### config.mk
export PLATFORM = sky130hd
export DESIGN_NAME = spisb_core
export DESIGN_NICKNAME = d
export VERILOG_FILES = /design/src/shared/spisb_pkg.sv /design/src/verilog/spisb_core.sv
export SDC_FILE = /design/constraint.sdc
export NUM_CORES = 1
export LEC_CHECK = 0
export ABC_AREA = 1
export BUFFER_PORTS_ARGS = -buffer_cell sky130_fd_sc_hd__buf_2
export CAP_MARGIN = 20
export CORE_MARGIN = 1.5
export CORE_UTILIZATION = 35
export CTS_CLUSTER_DIAMETER = 150
export DETAILED_ROUTE_END_ITERATION = 10
export PLACE_DENSITY_LB_ADDON = 0.12
export SLEW_MARGIN = 20
export SYNTH_ARGS = -nofsm -noshare
export SYNTH_HDL_FRONTEND = slang
export SYNTH_SLANG_ARGS = --single-unit
### constraint.sdc
create_clock -name sys_clk -period 3.5 [get_ports sys_clk]
set_input_delay 0.7 -clock sys_clk [delete_from_list [all_inputs] [get_ports sys_clk]]
set_output_delay 0.7 -clock sys_clk [all_outputs]
set_load 0.01 [all_outputs]
### src/shared/spisb_pkg.sv
// constants shared by the serial status and data buffer block
package spisb_pkg;

	// register indices as printed, byte address is four times the index
	localparam logic [7:0] IDX_CTRL = 8'h10;
	localparam logic [7:0] IDX_STAT = 8'h11;
	localparam logic [7:0] IDX_DATA = 8'h12;
	localparam logic [7:0] ADDR_CTRL = 8'h40;
	localparam logic [7:0] ADDR_STAT = 8'h44;
	localparam logic [7:0] ADDR_DATA = 8'h48;

	// control register fields
	localparam int CTRL_RIE = 7;
	localparam int CTRL_HOST = 5;
	localparam int CTRL_EN = 1;
	localparam int CTRL_TIE = 0;

	// status and control register fields
	localparam int STAT_RF = 7;
	localparam int STAT_ERROR_IRQ_ENABLE = 6;
	localparam int STAT_OVR = 5;
	localparam int STAT_MODE_FAULT_FLAG = 4;
	localparam int STAT_TE = 3;
	localparam int STAT_FDE = 2;
	localparam int STAT_RATE_HI = 1;
	localparam int STAT_RATE_LO = 0;

	// reset values
	localparam logic RST_HOST = 1'h1;
	localparam logic RST_TE = 1'h1;
	localparam logic [1:0] RST_RATE = 2'h0;
	localparam logic [7:0] RST_BYTE = 8'h00;

	// master rate divisors for rate codes 0 to 2; code 3 uses DIV_128, DIV_CODE3 is unused
	localparam logic [6:0] DIV_CODE0 = 7'h02;
	localparam logic [6:0] DIV_CODE1 = 7'h08;
	localparam logic [6:0] DIV_CODE2 = 7'h20;
	localparam logic [6:0] DIV_CODE3 = 7'h7F;
	localparam logic [7:0] DIV_128 = 8'h80;

	localparam logic [2:0] LAST_BIT = 3'h7;

	// pin synchroniser lanes
	localparam int PIN_SCLK = 0;
	localparam int PIN_SS = 1;
	localparam int PIN_MOSI = 2;
	localparam int PIN_MISO = 3;
	localparam int PIN_N = 4;

	// bus responses
	localparam logic [1:0] RESP_OKAY = 2'h0;
	localparam logic [1:0] RESP_SLVERR = 2'h2;

	typedef enum logic {
		SPISB_IDLE,
		SPISB_XFER
	} spisb_state_t;

endpackage

### src/verilog/spisb_core.sv
// serial status flags, data buffers, rate divider and register slave
`timescale 1ns/100ps
// Notes on behaviour
// - byte into receive buffer sets receive_full_flag, irq
// - any data buffer read clears receive_full_flag
// - reset clears flags, enables, rate; sets transmit_empty
// - error irq only with error_irq_enable set
// - byte completed while receive full sets overrun
// - overrun keeps old byte, drops new one
// - status read then data read clears overrun
// - slave select rising mid-transfer faults a slave
// - slave select low faults a master
// - status read then data write clears mode fault
// - transmit buffer handoff sets transmit_empty, irq
// - enabled idle handoff within two bus cycles, unless a master has a mode fault or a slave still holds a loaded byte
// - busy slave defers handoff until transfer ends
// - mode fault set only with fault_detect_enable
// - fault detect enable keeps select as input while enabled
// - master without fault detect frees select pin
// - enabled slave never frees select pin
// - rate code picks divisor 2, 8, 32, 128
// - serial clock is base clock over twice divisor
// - data writes transmit buffer, reads receive buffer
// - deselected slave floats output, ignores clocks
module spisb_core
	import spisb_pkg::*;
(
	// clock and reset
	input wire logic sys_clk,
	input wire logic rst,
	// register bus
	input wire logic [7:0] s_axi_awaddr,
	input wire logic s_axi_awvalid,
	output logic s_axi_awready,
	input wire logic [31:0] s_axi_wdata,
	input wire logic [3:0] s_axi_wstrb,
	input wire logic s_axi_wvalid,
	output logic s_axi_wready,
	output logic [1:0] s_axi_bresp,
	output logic s_axi_bvalid,
	input wire logic s_axi_bready,
	input wire logic [7:0] s_axi_araddr,
	input wire logic s_axi_arvalid,
	output logic s_axi_arready,
	output logic [31:0] s_axi_rdata,
	output logic [1:0] s_axi_rresp,
	output logic s_axi_rvalid,
	input wire logic s_axi_rready,
	// serial link pins
	input wire logic serial_clock_pin_in,
	output logic serial_clock_pin_out,
	output logic serial_clock_pin_oe,
	input wire logic mosi_in,
	output logic mosi_out,
	output logic mosi_oe,
	input wire logic miso_in,
	output logic miso_out,
	output logic miso_oe,
	input wire logic slave_select_n,
	// system side
	output logic select_pin_gpio_free,
	output logic cpu_irq
);

	// bus state
	logic aw_hold, w_hold, wbit_en;
	logic [7:0] aw_addr, w_byte;
	logic next_aw_hold, next_w_hold, next_wbit_en;
	logic [7:0] next_aw_addr, next_w_byte;
	logic next_awready, next_wready, next_bvalid, next_arready, next_rvalid;
	logic [1:0] next_bresp, next_rresp;
	logic [31:0] next_rdata;
	logic wr_go, rd_go;

	// register state
	logic rie, host, en, tie, error_irq_enable, fde;
	logic [1:0] rate;
	logic rf, ovr, mode_fault_flag, te, arm_ovr, arm_mode_fault_flag;
	logic [7:0] txb, rxb;
	logic next_rie, next_host, next_en, next_tie, next_error_irq_enable, next_fde;
	logic [1:0] next_rate;
	logic next_rf, next_ovr, next_mode_fault_flag, next_te, next_arm_ovr, next_arm_mode_fault_flag;
	logic [7:0] next_txb, next_rxb;

	// engine state
	spisb_state_t state, next_state;
	logic [7:0] sh, next_sh;
	logic rx_bit, next_rx_bit, sh_loaded, next_sh_loaded;
	logic [2:0] bitcnt, next_bitcnt;
	logic [6:0] div_cnt, next_div_cnt;
	logic [7:0] half_div;
	logic sclk_q, next_sclk_q;
	logic next_sclk_oe, next_mosi_oe, next_miso_oe, next_irq, next_gpio_free;

	// pin synchronisers: lane meta feeds only the sync stage
	logic [PIN_N-1:0] pin_meta, pin_sync, pin_prev;
	logic ss_n_s, sclk_rise, sclk_fall, ss_rise, data_rd, data_wr, stat_rd;
	logic [7:0] done_byte;
	logic [7:0] stat_val, ctrl_val;

	assign ss_n_s = pin_sync[PIN_SS];
	assign sclk_rise = pin_sync[PIN_SCLK] & ~pin_prev[PIN_SCLK];
	assign sclk_fall = ~pin_sync[PIN_SCLK] & pin_prev[PIN_SCLK];
	assign ss_rise = ss_n_s & ~pin_prev[PIN_SS];
	assign done_byte = {sh[6:0], rx_bit};

	always_ff @(posedge sys_clk) begin
		if (rst) begin
			pin_meta <= '1;
			pin_sync <= '1;
			pin_prev <= '1;
		end else begin
			pin_meta <= {miso_in, mosi_in, slave_select_n, serial_clock_pin_in};
			pin_sync <= pin_meta;
			pin_prev <= pin_sync;
		end
	end

	// divisor lookup; half period equals the divisor in base clocks
	always_comb begin
		case (rate)
			// eight bits so that the largest divisor fits exactly
			2'h0: half_div = {1'b0, DIV_CODE0};
			2'h1: half_div = {1'b0, DIV_CODE1};
			2'h2: half_div = {1'b0, DIV_CODE2};
			default: half_div = DIV_128;
		endcase
	end

	assign stat_val = {rf, error_irq_enable, ovr, mode_fault_flag, te, fde, rate};
	assign ctrl_val = {rie, 1'b0, host, 3'b000, en, tie};

	// bus slave: address and data taken in either order
	always_comb begin
		next_aw_hold = aw_hold;
		next_w_hold = w_hold;
		next_aw_addr = aw_addr;
		next_w_byte = w_byte;
		next_wbit_en = wbit_en;
		next_bvalid = s_axi_bvalid;
		next_bresp = s_axi_bresp;
		next_rvalid = s_axi_rvalid;
		next_rresp = s_axi_rresp;
		next_rdata = s_axi_rdata;
		wr_go = 1'b0;
		rd_go = 1'b0;
		if (s_axi_awvalid && s_axi_awready) begin
			next_aw_hold = 1'b1;
			next_aw_addr = s_axi_awaddr;
		end
		if (s_axi_wvalid && s_axi_wready) begin
			next_w_hold = 1'b1;
			next_w_byte = s_axi_wdata[7:0];
			next_wbit_en = s_axi_wstrb[0];
		end
		if (s_axi_bvalid && s_axi_bready) begin
			next_bvalid = 1'b0;
		end
		if (aw_hold && w_hold && !s_axi_bvalid) begin
			wr_go = 1'b1;
			next_aw_hold = 1'b0;
			next_w_hold = 1'b0;
			next_bvalid = 1'b1;
			if (aw_addr == ADDR_CTRL || aw_addr == ADDR_STAT || aw_addr == ADDR_DATA) begin
				next_bresp = RESP_OKAY;
			end else begin
				next_bresp = RESP_SLVERR;
			end
		end
		if (s_axi_rvalid && s_axi_rready) begin
			next_rvalid = 1'b0;
		end
		if (s_axi_arvalid && s_axi_arready) begin
			rd_go = 1'b1;
			next_rvalid = 1'b1;
			next_rresp = RESP_OKAY;
			next_rdata = '0;
			case (s_axi_araddr)
				ADDR_CTRL: next_rdata = {24'h000000, ctrl_val};
				ADDR_STAT: next_rdata = {24'h000000, stat_val};
				ADDR_DATA: next_rdata = {24'h000000, rxb};
				default: next_rresp = RESP_SLVERR;
			endcase
		end
		next_awready = !next_aw_hold && !next_bvalid;
		next_wready = !next_w_hold && !next_bvalid;
		next_arready = !next_rvalid;
	end

	always_ff @(posedge sys_clk) begin
		if (rst) begin
			aw_hold <= 1'b0;
			w_hold <= 1'b0;
			aw_addr <= 8'h00;
			w_byte <= 8'h00;
			wbit_en <= 1'b0;
			s_axi_awready <= 1'b0;
			s_axi_wready <= 1'b0;
			s_axi_bvalid <= 1'b0;
			s_axi_bresp <= RESP_OKAY;
			s_axi_arready <= 1'b0;
			s_axi_rvalid <= 1'b0;
			s_axi_rresp <= RESP_OKAY;
			s_axi_rdata <= 32'h00000000;
		end else begin
			aw_hold <= next_aw_hold;
			w_hold <= next_w_hold;
			aw_addr <= next_aw_addr;
			w_byte <= next_w_byte;
			wbit_en <= next_wbit_en;
			s_axi_awready <= next_awready;
			s_axi_wready <= next_wready;
			s_axi_bvalid <= next_bvalid;
			s_axi_bresp <= next_bresp;
			s_axi_arready <= next_arready;
			s_axi_rvalid <= next_rvalid;
			s_axi_rresp <= next_rresp;
			s_axi_rdata <= next_rdata;
		end
	end

	// access side effects; a masked byte lane still counts as an access
	assign data_rd = rd_go && s_axi_araddr == ADDR_DATA;
	assign stat_rd = rd_go && s_axi_araddr == ADDR_STAT;
	assign data_wr = wr_go && aw_addr == ADDR_DATA;

	// flags, buffers and shift engine
	always_comb begin
		next_rie = rie;
		next_host = host;
		next_en = en;
		next_tie = tie;
		next_error_irq_enable = error_irq_enable;
		next_fde = fde;
		next_rate = rate;
		next_rf = rf;
		next_ovr = ovr;
		next_mode_fault_flag = mode_fault_flag;
		next_te = te;
		next_arm_ovr = arm_ovr;
		next_arm_mode_fault_flag = arm_mode_fault_flag;
		next_txb = txb;
		next_rxb = rxb;
		next_state = state;
		next_sh = sh;
		next_rx_bit = rx_bit;
		next_sh_loaded = sh_loaded;
		next_bitcnt = bitcnt;
		next_div_cnt = div_cnt;
		next_sclk_q = sclk_q;

		// clears first so that hardware sets below win
		if (stat_rd && ovr) begin
			next_arm_ovr = 1'b1;
		end
		if (stat_rd && mode_fault_flag) begin
			next_arm_mode_fault_flag = 1'b1;
		end
		if (data_rd) begin
			next_rf = 1'b0;
			if (arm_ovr) begin
				next_ovr = 1'b0;
				next_arm_ovr = 1'b0;
			end
		end
		if (wr_go && wbit_en) begin
			case (aw_addr)
				ADDR_CTRL: begin
					next_rie = w_byte[CTRL_RIE];
					next_host = w_byte[CTRL_HOST];
					next_en = w_byte[CTRL_EN];
					next_tie = w_byte[CTRL_TIE];
				end
				ADDR_STAT: begin
					next_error_irq_enable = w_byte[STAT_ERROR_IRQ_ENABLE];
					next_fde = w_byte[STAT_FDE];
					next_rate = {w_byte[STAT_RATE_HI], w_byte[STAT_RATE_LO]};
				end
				ADDR_DATA: begin
					next_txb = w_byte;
					next_te = 1'b0;
				end
				default: begin
				end
			endcase
		end
		if (data_wr && arm_mode_fault_flag) begin
			next_mode_fault_flag = 1'b0;
			next_arm_mode_fault_flag = 1'b0;
		end

		// mode fault detection, never cleared by dropping the enable
		if (en && fde && !host && state == SPISB_XFER && ss_rise) begin
			next_mode_fault_flag = 1'b1;
		end
		if (en && fde && host && !ss_n_s) begin
			next_mode_fault_flag = 1'b1;
		end

		if (!en) begin
			next_state = SPISB_IDLE;
			next_sclk_q = 1'b0;
			next_sh_loaded = 1'b0;
			next_div_cnt = 7'h00;
		end else if (host) begin
			case (state)
				SPISB_IDLE: begin
					if (!te && !mode_fault_flag) begin
						next_sh = txb;
						next_te = 1'b1;
						next_state = SPISB_XFER;
						next_bitcnt = 3'h0;
						next_div_cnt = 7'h00;
					end
				end
				SPISB_XFER: begin
					if ({1'b0, div_cnt} == half_div - 8'h01) begin
						next_div_cnt = 7'h00;
						next_sclk_q = !sclk_q;
						if (!sclk_q) begin
							next_rx_bit = pin_sync[PIN_MISO];
						end else begin
							next_sh = done_byte;
							next_bitcnt = bitcnt + 3'h1;
							if (bitcnt == LAST_BIT) begin
								next_state = SPISB_IDLE;
							end
						end
					end else begin
						next_div_cnt = div_cnt + 7'h01;
					end
				end
				default: next_state = SPISB_IDLE;
			endcase
		end else begin
			next_sclk_q = 1'b0;
			// a deselected slave ignores clocks even mid-byte
			if (!ss_n_s) begin
				if (sclk_rise) begin
					next_rx_bit = pin_sync[PIN_MOSI];
					if (state == SPISB_IDLE) begin
						next_state = SPISB_XFER;
						next_bitcnt = 3'h0;
					end
				end
				if (sclk_fall && state == SPISB_XFER) begin
					next_sh = done_byte;
					next_bitcnt = bitcnt + 3'h1;
					if (bitcnt == LAST_BIT) begin
						next_state = SPISB_IDLE;
						next_sh_loaded = 1'b0;
					end
				end
			end
			// hand off only while idle; a busy slave waits for the byte end
			if (state == SPISB_IDLE && next_state == SPISB_IDLE && !sh_loaded && !te) begin
				next_sh = txb;
				next_te = 1'b1;
				next_sh_loaded = 1'b1;
			end
		end

		// byte completion into the receive buffer
		if (state == SPISB_XFER && next_state == SPISB_IDLE && en) begin
			if (rf) begin
				next_ovr = 1'b1;
			end else begin
				next_rxb = done_byte;
				next_rf = 1'b1;
			end
		end

		next_sclk_oe = next_en && next_host && !next_mode_fault_flag;
		next_mosi_oe = next_sclk_oe;
		next_miso_oe = next_en && !next_host && !ss_n_s;
		next_gpio_free = !next_en || (next_host && !next_fde);
		next_irq = (next_rie && next_rf) || (next_tie && next_te)
			|| (next_error_irq_enable && (next_ovr || next_mode_fault_flag));
	end

	always_ff @(posedge sys_clk) begin
		if (rst) begin
			rie <= 1'b0;
			host <= RST_HOST;
			en <= 1'b0;
			tie <= 1'b0;
			error_irq_enable <= 1'b0;
			fde <= 1'b0;
			rate <= RST_RATE;
			rf <= 1'b0;
			ovr <= 1'b0;
			mode_fault_flag <= 1'b0;
			te <= RST_TE;
			arm_ovr <= 1'b0;
			arm_mode_fault_flag <= 1'b0;
			txb <= RST_BYTE;
			rxb <= RST_BYTE;
			state <= SPISB_IDLE;
			sh <= RST_BYTE;
			rx_bit <= 1'b0;
			sh_loaded <= 1'b0;
			bitcnt <= 3'h0;
			div_cnt <= 7'h00;
			sclk_q <= 1'b0;
			serial_clock_pin_out <= 1'b0;
			serial_clock_pin_oe <= 1'b0;
			mosi_out <= 1'b0;
			mosi_oe <= 1'b0;
			miso_out <= 1'b0;
			miso_oe <= 1'b0;
			select_pin_gpio_free <= 1'b1;
			cpu_irq <= 1'b0;
		end else begin
			rie <= next_rie;
			host <= next_host;
			en <= next_en;
			tie <= next_tie;
			error_irq_enable <= next_error_irq_enable;
			fde <= next_fde;
			rate <= next_rate;
			rf <= next_rf;
			ovr <= next_ovr;
			mode_fault_flag <= next_mode_fault_flag;
			te <= next_te;
			arm_ovr <= next_arm_ovr;
			arm_mode_fault_flag <= next_arm_mode_fault_flag;
			txb <= next_txb;
			rxb <= next_rxb;
			state <= next_state;
			sh <= next_sh;
			rx_bit <= next_rx_bit;
			sh_loaded <= next_sh_loaded;
			bitcnt <= next_bitcnt;
			div_cnt <= next_div_cnt;
			sclk_q <= next_sclk_q;
			serial_clock_pin_out <= next_sclk_q;
			serial_clock_pin_oe <= next_sclk_oe;
			mosi_out <= next_sh[7];
			mosi_oe <= next_mosi_oe;
			miso_out <= next_sh[7];
			miso_oe <= next_miso_oe;
			select_pin_gpio_free <= next_gpio_free;
			cpu_irq <= next_irq;
		end
	end

endmodule

==> results.ini <==
[synth]
synth_flop_cell=dfxtp_1
synth_edf_count=0
ys_warn_count=0
async_flop_share_pct=0
netlist_area_sq_um=4452
yosysSeqAreaShare_pct=44.97
synth_cell_types=42
ys_seq_elements=100
syn_inst=604
syn_area_per_cell_sq_um=7.370

[drt]
drtIter0Drc=149
drcViolationCount=0
vias_per_cell=4.563
wirelength_mm=9.860
drt-pass1-iter-count=4
wl_per_cell_um=11.89
drtAntennaViolNets=0
num_vias=3783

[sta]
clock_skew_ns=0.006427
worst_slack_ns=1.617
slew_headroom_pct=56.29
layout_min_cycle_time_ns=1.883
fin_crit_sh_pct=53.80
rsz0062_at_grt=no
finalSetupTns_ns=0
slew_violations=0
tightestPinTransition_ns=0.6547
fmax_ghz=0.5310
finalHoldViolations=0
setup_viol=0

[global_routing]
grt_overflow_total=0
track_usage_pct=15.74
grt_pass1_vias=3477
antenna_found_initial=0
grt_max_degree=43
grt_first_pass_wirelength_mm=16.48

[clock_network]
cts_tree=done
cts_root_buf=clkbuf_16
postCtsHoldBufs=0
post_cts_resized=0
path_clk_slew_ns=0.07
cts_setup_buffers=0
htreeDepth=3
numCtsBuffers=9
clock_sinks=100
cts_buffer_depth=2
clk_latency_ns=0.35

[setup_path]
crit_fanout=14
cp-end-kind=flop
arrival_ns=2.13
cp.required_ns=3.74
crit_type=in -> reg
start_kind=primary input

[power_and_ir_drop]
p_leak_uw=0.002239
p_per_area_nw_per_um2=466.0
irDropWorstVdd_mv=0.1868

[die]
row_count=41
initial_core_util_pct=35.57
chipHeight_um=115.8
io_pins=112
fp.coreArea_sq_um=12520
design.die.area_sq_um=13410
die_x_um=115.8

[place]
dp_slack_ns=1.261
dpl.hpwl_mm=7.198
place_congestion=0.7722
port_buffers=58

[finish]
drive_gt1_share_pct=16.44
syn_to_final_growth_pct=13.94
fin_util_pct=40.52
nets=718
fillers=1362
antennaDiodeCount=0

[hold_path]
hp-class=reg -> reg

[run_status]
status=finished clean

[flow_run]
max_cap_viol_count=0

path summary, 6_finish.rpt:
path,from,end,slack (ns),cells after the start
max reg2reg,state,rxb[7],1.63,6
min,pin_meta[2],pin_sync[2],0.41,1
min reg2reg,pin_meta[2],pin_sync[2],0.41,1
max,s_axi_arvalid,cpu_irq,1.62,8
critical path, cell delays in order:
cell     delay, ns
buf_2         0.08
nand2_1       0.17
inv_1         0.41
nand2_1       0.23
o21ai_0       0.29
nand3_1       0.11
nand2_1       0.07
nand3_1       0.06
report_power, final:
part / switching, uW / leakage [uW] / total, uW / internal [uW]
Combinational: 77.7 / 0.00127 / 119 / 41.5
Sequential: 14.7 / 0.000812 / 1180 / 1160
Clock: 441 / 0.000155 / 1070 / 624
Total: 534 / 0.00224 / 2360 / 1830
cells in the mapped netlist (2+ instances only):
library cell | instances | share of area (%)
a211oi_1 | 3 | 0.51
a21oi_1 | 51 | 5.7
a221oi_1 | 2 | 0.39
buf_2 | 2 | 0.22
buf_4 | 29 | 4.9
buf_6 | 2 | 0.51
clkbuf_1 | 13 | 1.1
clkinv_1 | 3 | 0.25
dfxtp_1 | 100 | 45
ha_1 | 3 | 0.84
inv_1 | 59 | 5.0
inv_2 | 8 | 0.67
nand2_1 | 112 | 9.4
nand2_2 | 5 | 0.70
nand3_1 | 16 | 1.8
nand3_2 | 3 | 0.67
nand3b_1 | 3 | 0.51
nand4_1 | 4 | 0.56
nor2_1 | 88 | 7.4
nor2_4 | 2 | 0.51
nor3_1 | 12 | 1.3
nor4_1 | 2 | 0.28
o211ai_1 | 2 | 0.34
o21ai_0 | 36 | 4.0
o21ai_1 | 11 | 1.2
o221ai_1 | 3 | 0.59
o22ai_1 | 4 | 0.56
or2_1 | 3 | 0.42
or2_2 | 9 | 1.3
xor2_1 | 2 | 0.39
registers in the layout (all words and copies together) (netlist names), 2 cells and up:
| signal | count |
|---|---|
| bitcnt | 3 |
| w_byte | 8 |
| pin_sync | 4 |
| txb | 8 |
| pin_meta | 4 |
| aw_addr | 8 |
| rxb | 8 |
| sh | 8 |
| pin_prev | 2 |
| s_axi_rdata | 8 |
| div_cnt | 7 |
| rate | 2 |
layout by cell type, fill, tap and decap left out, types with 3 or more instances in the layout:
master and n:
clkbuf_16 9, or2_1 3, nand3_2 3, inv_2 8, o221ai_1 3, nor3_1 12
a21oi_1 51, o21ai_0 36, nor2_1 88, ha_1 3, inv_1 59, nand2_2 5
nand3_1 16, nand4_1 4, conb_1 26, nand2_1 112, nand3b_1 3, buf_2 58
dfxtp_1 100, o21ai_1 11, o22ai_1 4, or2_2 9, clkinv_1 3, a211oi_1 3
clkinv_2 3
area by class of cell:
type	count	area, sq um	area share (%)
clock buffers	9	225.2	4.440
clock inverters	7	91.34	1.801
inverters	70	262.8	5.180
multi-input cells	412	1978	39.00
flip-flops and latches	100	2002	39.47
well taps	172	215.2	4.243
repair buffers	59	297.8	5.871
cells by family after synthesis:
logic type	synth area share, %
and+or+nand+nor	27.21
buffers and inverters	12.70
AOI/OAI and AO/OA	13.80
DFF	44.97
adders and majority gates	0.8433
xor gates and xnor gates	0.3936
other	0.08424
routing by layer:
metal	vias up	routed length (um)	track usage, %
li1	1984	-	-
met1	1716	4836	20.84
met2	74	4478	25.10
met3	9	384	3.452
met4	0	160	6.098
met5	-	0	0
metrics by stage:
| step | instances | total power (uW) | hold slack, ns | area (sq um) |
|---|---|---|---|---|
| after floorplan | 629 | 1306 | 0.3895 | 4546 |
| after global placement | 813 | 1325 | 0.3962 | 4756 |
| after detailed placement | 813 | 1327 | 0.3978 | 4756 |
| after CTS | 829 | 2396 | 0.4138 | 5072 |
| after global routing | 829 | 2463 | 0.4188 | 5072 |
| final | 829 | 2364 | 0.4105 | 5072 |
Power figures use the tool's default switching activity.
